<file path="src/include/clamp_cfg_pkg.sv">
// Constants for the drive clamp and resonance timing register slice.
// Assumes an 8-bit register port decoded by the serial control front end.
package clamp_cfg_pkg;

  // Register offsets
  localparam logic [7:0] ADDR_STEADY_CLAMP    = 8'h24;
  localparam logic [7:0] ADDR_LOWBAT_FIRST    = 8'h25;
  localparam logic [7:0] ADDR_LOWBAT_SECOND   = 8'h26;
  localparam logic [7:0] ADDR_DRIVE_TIMING    = 8'h27;
  // Register holding loop gain and amplifier gain; offset is a local choice
  localparam logic [7:0] ADDR_FEEDBACK_CFG    = 8'h23;

  // Reset values
  localparam logic [7:0] RST_STEADY_CLAMP     = 8'h64;
  localparam logic [7:0] RST_LOWBAT_FIRST     = 8'h80;
  localparam logic [7:0] RST_LOWBAT_SECOND    = 8'h00;
  localparam logic [7:0] RST_DRIVE_TIMING     = 8'h10;
  localparam logic [7:0] RST_FEEDBACK_CFG     = 8'h06;

  // Field positions
  localparam int LOWEST_RES_BIT   = 7;
  localparam int RESYNC_BIT       = 6;
  localparam int RESERVED_BIT     = 5;
  localparam int DRIVE_TIME_MSB   = 4;
  localparam int LOOP_GAIN_MSB    = 3;
  localparam int LOOP_GAIN_LSB    = 2;
  localparam int AMP_GAIN_MSB     = 1;

  // Amplifier gain, x100, per actuator type and code
  localparam logic [11:0] GAIN_RES_X100 [4] = '{12'h1F4, 12'h3E8, 12'h7D0, 12'hBB8};
  localparam logic [11:0] GAIN_ROT_X100 [4] = '{12'h022, 12'h069, 12'h0B6, 12'h190};

  // Lowest resonance in Hz for each select value
  localparam logic [7:0] LOWEST_RES_HZ_0 = 8'h7D;
  localparam logic [7:0] LOWEST_RES_HZ_1 = 8'h2D;

endpackage

</file>
<file path="src/design/clamp_min3.sv">
// Lowest-of-three selector for the drive amplitude clamp.
// Purely combinational; the caller gates unused inputs to full scale.
`timescale 1ns/1ps
`default_nettype none
module clamp_min3 (
  input  wire logic [7:0] a_in,
  input  wire logic [7:0] b_in,
  input  wire logic [7:0] c_in,
  output logic      [7:0] min_out
);
  wire [7:0] ab = (a_in < b_in) ? a_in : b_in;
  assign min_out = (ab < c_in) ? ab : c_in;
endmodule
`default_nettype wire

</file>
<file path="src/design/haptic_drive_clamp_config_regs.sv">
// Clamp and resonance timing configuration bank with the resulting limit.
// Assumes a register port already decoded from the serial control link,
// and battery / calibration status levels synchronous to sys_clk.
`timescale 1ns/1ps
`default_nettype none

// Overview of operation
// - Amplifier gain code reads as 5/10/20/30x resonant or 0.34/1.05/1.82/4x rotating.
// - Calibration writes its chosen amplifier gain; software may overwrite later.
// - Steady drive limited by the rated clamp, reset 100, after overdrive ends.
// - Apply the lower of the active source (overdrive or low-battery clamp) and, outside overdrive, the rated clamp.
// - Below first battery threshold, first low-battery clamp replaces overdrive clamp.
// - Below second threshold, second clamp replaces overdrive and first clamps.
// - Calibration and diagnostics ignore both low-battery clamps.
// - Timing bit 7 picks lowest resonance: 0 is 125 Hz, 1 is 45 Hz.
// - Timing bit 6 picks resync basis: frequency select or drive time x1.25.
// - Loop gain bits 3-2 set settling speed, reset 1.
// - Drive time bits 4-0 give half-period guess or sample period, reset 16.
module haptic_drive_clamp_config_regs
  import clamp_cfg_pkg::*;
(
  // Clock and reset
  input  wire logic       sys_clk,
  input  wire logic       rst,
  input  wire logic       clk_en,
  // Register port
  input  wire logic       reg_wr,
  input  wire logic [7:0] reg_addr,
  input  wire logic [7:0] reg_wdata,
  output logic      [7:0] reg_rdata,
  // Calibration gain update
  input  wire logic       cal_gain_wr,
  input  wire logic [1:0] cal_gain,
  // Operating status
  input  wire logic       rotating_mode,
  input  wire logic       overdrive_active,
  input  wire logic       cal_or_diag,
  input  wire logic       below_threshold_first,
  input  wire logic       below_threshold_second,
  input  wire logic [7:0] overdrive_limit,
  // Derived controls
  output logic      [7:0] drive_clamp,
  output logic     [11:0] amp_gain_x100,
  output logic      [1:0] loop_gain,
  output logic      [4:0] drive_time,
  output logic      [7:0] lowest_res_hz,
  output logic            resync_method_select
);

  logic [7:0] steady_clamp_r;
  logic [7:0] lowbat_first_r;
  logic [7:0] lowbat_second_r;
  logic [7:0] timing_r;
  logic [7:0] fb_cfg_r;
  logic [7:0] rdata_r;
  logic [7:0] clamp_r;
  logic [7:0] clamp_nxt;

  // Address decode shared by the write strobes and the read mux
  wire sel_steady = (reg_addr == ADDR_STEADY_CLAMP);
  wire sel_first  = (reg_addr == ADDR_LOWBAT_FIRST);
  wire sel_second = (reg_addr == ADDR_LOWBAT_SECOND);
  wire sel_timing = (reg_addr == ADDR_DRIVE_TIMING);
  wire sel_fb     = (reg_addr == ADDR_FEEDBACK_CFG);

  wire wr_steady = reg_wr && sel_steady;
  wire wr_first  = reg_wr && sel_first;
  wire wr_second = reg_wr && sel_second;
  wire wr_timing = reg_wr && sel_timing;
  wire wr_fb     = reg_wr && sel_fb;

  // Calibration and software write in one cycle: software wins, it came last
  wire [7:0] fb_wr_val = wr_fb ? reg_wdata :
                         {fb_cfg_r[7:AMP_GAIN_MSB+1], cal_gain};

  always_ff @(posedge sys_clk) begin
    if (rst) begin
      steady_clamp_r  <= RST_STEADY_CLAMP;
      lowbat_first_r  <= RST_LOWBAT_FIRST;
      lowbat_second_r <= RST_LOWBAT_SECOND;
      timing_r        <= RST_DRIVE_TIMING;
      fb_cfg_r        <= RST_FEEDBACK_CFG;
    end else if (clk_en) begin
      if (wr_steady) steady_clamp_r <= reg_wdata;
      if (wr_first) lowbat_first_r <= reg_wdata;
      if (wr_second) lowbat_second_r <= reg_wdata;
      if (wr_timing) timing_r <= reg_wdata;
      if (wr_fb || cal_gain_wr) fb_cfg_r <= fb_wr_val;
    end
  end

  // Read data
  wire [7:0] rd_mux =
    sel_steady ? steady_clamp_r  :
    sel_first  ? lowbat_first_r  :
    sel_second ? lowbat_second_r :
    sel_timing ? timing_r        :
    sel_fb     ? fb_cfg_r        : 8'h00;

  always_ff @(posedge sys_clk) begin
    if (rst) rdata_r <= 8'h00;
    else if (clk_en) rdata_r <= rd_mux;
  end
  assign reg_rdata = rdata_r;

  // Overdrive source: second level overrides first, both dropped in cal
  // Battery flags are taken as levels; the monitor must filter them
  wire lowbat_ok = !cal_or_diag;
  wire [7:0] od_src =
    (lowbat_ok && below_threshold_second) ? lowbat_second_r :
    (lowbat_ok && below_threshold_first)  ? lowbat_first_r  :
    overdrive_limit;

  // Rated clamp only bounds the steady part; full scale while overdriving
  wire [7:0] steady_term = overdrive_active ? 8'hFF : steady_clamp_r;

  clamp_min3 u_min (
    .a_in    (od_src),
    .b_in    (steady_term),
    .c_in    (8'hFF),
    .min_out (clamp_nxt)
  );

  // Registered so the clamp cannot glitch while the battery flags move

  always_ff @(posedge sys_clk) begin
    if (rst) clamp_r <= RST_STEADY_CLAMP;
    else if (clk_en) clamp_r <= clamp_nxt;
  end
  assign drive_clamp = clamp_r;

  // Field decodes
  wire [1:0] gain_code = fb_cfg_r[AMP_GAIN_MSB:0];
  assign amp_gain_x100 = rotating_mode ? GAIN_ROT_X100[gain_code]
                                       : GAIN_RES_X100[gain_code];
  assign loop_gain = fb_cfg_r[LOOP_GAIN_MSB:LOOP_GAIN_LSB];
  assign drive_time = timing_r[DRIVE_TIME_MSB:0];
  assign lowest_res_hz = timing_r[LOWEST_RES_BIT] ? LOWEST_RES_HZ_1
                                                  : LOWEST_RES_HZ_0;
  assign resync_method_select = timing_r[RESYNC_BIT];
endmodule
`default_nettype wire

</file>
<file path="config.mk">
export PLATFORM = sky130hd
export DESIGN_NAME = haptic_drive_clamp_config_regs
export DESIGN_NICKNAME = d
export VERILOG_FILES = /design/src/include/clamp_cfg_pkg.sv /design/src/design/clamp_min3.sv /design/src/design/haptic_drive_clamp_config_regs.sv
export SDC_FILE = /design/constraint.sdc
export NUM_CORES = 1
export LEC_CHECK = 0
export BUFFER_PORTS_ARGS = -buffer_cell sky130_fd_sc_hd__buf_4
export CELL_PAD_IN_SITES_DETAIL_PLACEMENT = 1
export CELL_PAD_IN_SITES_GLOBAL_PLACEMENT = 2
export CORE_UTILIZATION = 32
export CTS_CLUSTER_DIAMETER = 100
export DETAILED_ROUTE_END_ITERATION = 8
export HOLD_SLACK_MARGIN = 0.08
export PLACE_DENSITY_LB_ADDON = 0.3
export SKIP_LAST_GASP = 1
export SLEW_MARGIN = 30
export SYNTH_ARGS = -nofsm -noshare
export SYNTH_HDL_FRONTEND = slang
export SYNTH_HIERARCHICAL = 1
export SYNTH_SLANG_ARGS = --single-unit
export TNS_END_PERCENT = 20
</file>
<file path="constraint.sdc">
create_clock -name sys_clk -period 6.55 [get_ports sys_clk]
set_clock_uncertainty 0.05 [all_clocks]
set_input_delay 1.31 -clock sys_clk [delete_from_list [all_inputs] [get_ports sys_clk]]
set_output_delay 1.31 -clock sys_clk [all_outputs]
set_load 0.01 [all_outputs]
</file>
# == Word level (Yosys, flattened, before mapping) ==
# Cells that the tools add are included.
# word_totals
regBits,56
inputBits,36
output_inout_bits,44
wordCells,51
# op_classes
magnitude_cmp,3
n_eq_ne,5
n_mux,19
bitwise_logic,1
reduce_logical,15
# ops
cell,n
two-way mux 8 bit,10
two-way mux 12 bit,5
binary-select mux 12 bit (select 2 bit),2
"equality test 8 x 6 -> 1 bit, second input constant",5
AND reduction 2 bit,5
less-than comparator 8 bit,1
"less-than comparator 8 bit, second input constant",1
logical AND 1 bit,7
two-way mux 7 bit,1
"greater-or-equal comparator 3 bit, second input constant",1
NOT 2 -> 3 bit,1
AND reduction 3 bit,1
two-way mux 2 bit,1
zero test 1 bit,1
logical OR 1 bit,1

# == Longest topological paths before layout ==
# depth
depth_word,8
depth_mapped,20
ltp_nobuf,17

# == By module ==
# Netlist, hierarchy kept.
# by_module_without_submodules
mod,instances,cells_each,area_each_um2,seq_area_each_um2
haptic_drive_clamp_config_regs,1,355,2970.3,1121.1
clamp_min3,1,71,573.0,0.0

# == Least setup slack after synthesis ==
# OpenSTA, ideal clock, no wires.
# synth_timing
path_kind,input-to-reg
from,input below_threshold_second
to,register clamp_r[2] (netlist: drive_clamp[2])
setup_ps,120
arrival_ps,4682
t_required_ps,6380
path_slack_ps,1699
cell_stages,19
path_buffers,3
path_cell_list,clkbuf_1 nor2b_1 clkbuf_1 a22oi_1 o21ai_0 ha_1 nand4_1 o221ai_1 a21o_1 buf_6 mux2_2 ha_1 o21a_1 o21ai_0 a21oi_1 nor2_1 a21oi_4 mux2_2 a211o_1
# synth_between
elab_chain_cells,6
# synth_rtl
element,line,text
from (decl),haptic_drive_clamp_config_regs.sv:39,"input wire logic below_threshold_second,"
logical AND 1 bit *,haptic_drive_clamp_config_regs.sv:110,(lowbat_ok && below_threshold_second) ? lowbat_second_r :
two-way mux 8 bit *,haptic_drive_clamp_config_regs.sv:110,
net od_src[7],haptic_drive_clamp_config_regs.sv:109,wire [7:0] od_src =
less-than comparator 8 bit,clamp_min3.sv:11,wire [7:0] ab = (a_in < b_in) ? a_in : b_in;
two-way mux 8 bit *,clamp_min3.sv:11,
less-than comparator 8 bit,clamp_min3.sv:12,assign min_out = (ab < c_in) ? ab : c_in;
two-way mux 8 bit *,clamp_min3.sv:12,
net clamp_nxt[2],haptic_drive_clamp_config_regs.sv:57,logic [7:0] clamp_nxt;
to (signal assigned),haptic_drive_clamp_config_regs.sv:128,else if (clk_en) clamp_r <= clamp_nxt;
to (decl),haptic_drive_clamp_config_regs.sv:56,logic [7:0] clamp_r;
# The timed path passes the listed nets; every way through them passes the cells marked *.
# A chain may end at the register's enable or synchronous reset.

# == Final worst setup path ==
# layout_timing
from,input below_threshold_second
to,register clamp_r[5] (netlist: drive_clamp[5])
# Same word-level chain as after synthesis.

==> flow_metrics.env <==
export IMPL_first_pass_iters=4
export IMPL_regArea_um2=1121
export IMPL_fin_tns_setup_ns=0
export IMPL_core_area_um2=10790
export IMPL_numPortBuffers=73
export IMPL_ff2ff_path_depth=15
export IMPL_status="complete, no violations"
export IMPL_postCtsSetupBuffers=0
export IMPL_worstHoldPathType="flop to flop"
export IMPL_cts_htree_levels=2
export IMPL_grt_pass1_vias=3085
export IMPL_ys_flop_type="dfxtp_1"
export IMPL_postPlaceCellArea_um2=4129
export IMPL_netlist_area_leader_share_pct=31.64
export IMPL_slew_headroom_pct=45.83
export IMPL_hold_path_depth=2
export IMPL_grt_max_degree=62
export IMPL_p_total_mw=0.7454
export IMPL_cts_hold_buf=0
export IMPL_drive_above_1_share_pct=24.39
export IMPL_layout_nets=537
export IMPL_clock_path_buffers=2
export IMPL_powerDensity_nw_per_um2=175.6
export IMPL_cp_max_fo=10
export IMPL_hold_viol_final=0
export IMPL_grt_pass1_wl_um=16220
export IMPL_critPathSlowestCell="nor2b_1"
export IMPL_timing_final_crit_share_pct=77.23
export IMPL_drc_errors=0
export IMPL_clkSinkCount=56
export IMPL_synth_area_per_cell_um2=8.318
export IMPL_yosys_top_cells_count="dfxtp_1 (56), nor2_1 (47), mux2i_1 (34), nand2_1 (32), a21oi_1 (22)"
export IMPL_synth_area_um2=3543
export IMPL_n_fill_cell=1318
export IMPL_synthCells=426
export IMPL_reg2reg_setup_slack_ns=2.63
export IMPL_grt_use_total_pct=18.06
export IMPL_dp_hpwl_um=7606
export IMPL_cts_made_buffers=5
export IMPL_finalWirelength_um=9951
export IMPL_drt_iter0_drc=88
export IMPL_cp_cell_sequence="buf_4, nor2b_1, a22oi_1, o21ai_0, ha_1, nand4_1, o221ai_1, a21o_1, mux2_2, ha_1, o21a_1, o21ai_0, a21oi_1, nor2_1, a21oi_4, mux2_2, a211o_1"
export IMPL_cp_start_kind="input pin"
export IMPL_crit_path_end_kind="flop"
export IMPL_die_h_um=107.2
export IMPL_peakVddDrop_uv=83.19
export IMPL_vias=3111
export IMPL_cts_resized=0
export IMPL_worstPathRequired_ns=6.73
export IMPL_yosys_area_top_type="dfxtp_1"
export IMPL_worst_pin_slew_ns=0.8065
export IMPL_fin_crit_ns=5.058
export IMPL_yosys_warnings=6
export IMPL_path_buf_inv=1
export IMPL_cp_endpoint="drive_clamp[5]"
export IMPL_clk_latency_ns=0.32
export IMPL_synth_edf_count=0
export IMPL_drv_cap=0
export IMPL_rsz0062_at_grt="false"
export IMPL_cts_tree="yes"
export IMPL_crit_type="input pin to flop"
export IMPL_max_stage_delay_ns=0.41
export IMPL_synth_seq_cells=56
export IMPL_drv_slew=0
export IMPL_num_rows=38
export IMPL_gp_congestion=0.7928
export IMPL_antenna_found_initial=0
export IMPL_initial_core_util_pct=32.83
export IMPL_overflow=0
export IMPL_ys_seq_area_share_pct=31.64
export IMPL_dieArea_um2=11500
export IMPL_antenna_cells=0
export IMPL_synth_async_reset_ratio_pct=0
export IMPL_clk_transition_reported_paths_ns=0.11
export IMPL_wl_per_cell_um=15.85
export IMPL_leakagePower_nw=1.764
export IMPL_timing_rr_end="drive_clamp[5]"
export IMPL_setup_violations=0
export IMPL_cts_root_buf="clkbuf_8"
export IMPL_viasPerCell=4.954
export IMPL_area_delta_synth_final_pct=19.77
export IMPL_postRouteAntennaNets=0
export IMPL_multi_input_area_um2=2202
export IMPL_yosysMostFrequentCell="dfxtp_1"
export IMPL_cp_top_family="compound AO/OA/AOI/OAI gates"
export IMPL_cp_num_cells=17
export IMPL_max_freq_mhz=197.7
export IMPL_cp_arrival_ns=5.23
export IMPL_timing_rr_start="lowbat_second_r[4]"
export IMPL_synth_cell_types=50
export IMPL_die_w_um=107.2
export IMPL_synth_area_leaders="dfxtp_1 (32%), mux2i_1 (9.6%), mux2_2 (6.4%)"
export IMPL_startpoint="below_threshold_second"
export IMPL_fin_area_um2=4244
export IMPL_ios=80
## worst min-delay path, delay by kind of cell (launching register included)
family,cells,cell delay [ns]
compound gates,1,0.05
simple gates,1,0.05
flops,1,0.33
## metal layers
| layer | vias to the layer above | global-route usage (%) | part of all wire [%] |
|---|---|---|---|
| met2 | 54 | 30.65 | 48 |
| met4 | 0 | 4.110 | 0.91 |
| met5 | - | 0 | 0 |
| met1 | 1485 | 24.16 | 48 |
| li1 | 1566 | - | - |
| met3 | 6 | 2.492 | 3.1 |
## area by class of cell
type	instances	area share, %
inverters	20	1.769
flip-flops and latches	56	26.42
repair buffers	74	13.09
clock buffers	5	1.621
clock inverters	3	1.091
well taps	140	4.127
multi-input cells	330	51.89
## flip-flops by register name (all words and copies together) (netlist names)
signal           count
timing_r             8
lowbat_second_r      8
lowbat_first_r       8
reg_rdata            8
fb_cfg_r             8
steady_clamp_r       8
drive_clamp          8
## cells in the final DEF, fill, tap and decap left out, types with 8 or more instances in the layout
master     n
buf_4     74
dfxtp_1   56
nor2_1    46
mux2i_1   34
nand2_1   32
a21oi_1   22
conb_1    22
inv_1     20
mux2_2    20
o21ai_0   18
nand2b_1  17
nand3_1   15
ha_1      14
nor2b_1   10
or2_2      9
a22oi_1    8
## worst min path at each step
stage                  endpoint  slack, ns   startpoint
floorplan           fb_cfg_r[5]       0.39  fb_cfg_r[5]
global placement    fb_cfg_r[7]       0.39  fb_cfg_r[7]
detailed placement  fb_cfg_r[6]       0.40  fb_cfg_r[6]
CTS                 fb_cfg_r[6]       0.41  fb_cfg_r[6]
global route        fb_cfg_r[6]       0.44  fb_cfg_r[6]
finish              fb_cfg_r[6]       0.41  fb_cfg_r[6]
## logic make-up (layout without fill, tap and decap cells)
logic type                 after synthesis  count (layout)  share of synthesized area, %
and+or+nand+nor                        157             157                         23.34
AOI/OAI and AO/OA                       81              81                         14.87
buffers and inverters                   60             102                         8.404
DFF                                     56              56                         31.64
muxes                                   55              55                         16.35
adders and majority gates               14              14                         4.944
other                                    2              22                        0.2119
xor gates and xnor gates                 1               1                        0.2472
## where the power goes
group | leakage [nW] | internal, mW | switching [mW] | total [mW]
Combinational | 1.26 | 0.0717 | 0.0827 | 0.154
Sequential | 0.454 | 0.347 | 0.00544 | 0.352
Clock | 0.0548 | 0.115 | 0.123 | 0.239
## per-stage QoR
step	hold WS, ns	utilization, %	cells	worst slack [ns]
floorplan	0.3863	-	446	1.699
global placement	0.3923	38.23	620	1.342
detailed placement	0.3970	38.26	620	1.153
CTS	0.4133	39.32	628	1.499
global route	0.4431	39.32	628	1.146
finish	0.4137	39.32	628	1.492
No activity file was read; power rests on OpenSTA's default activity.
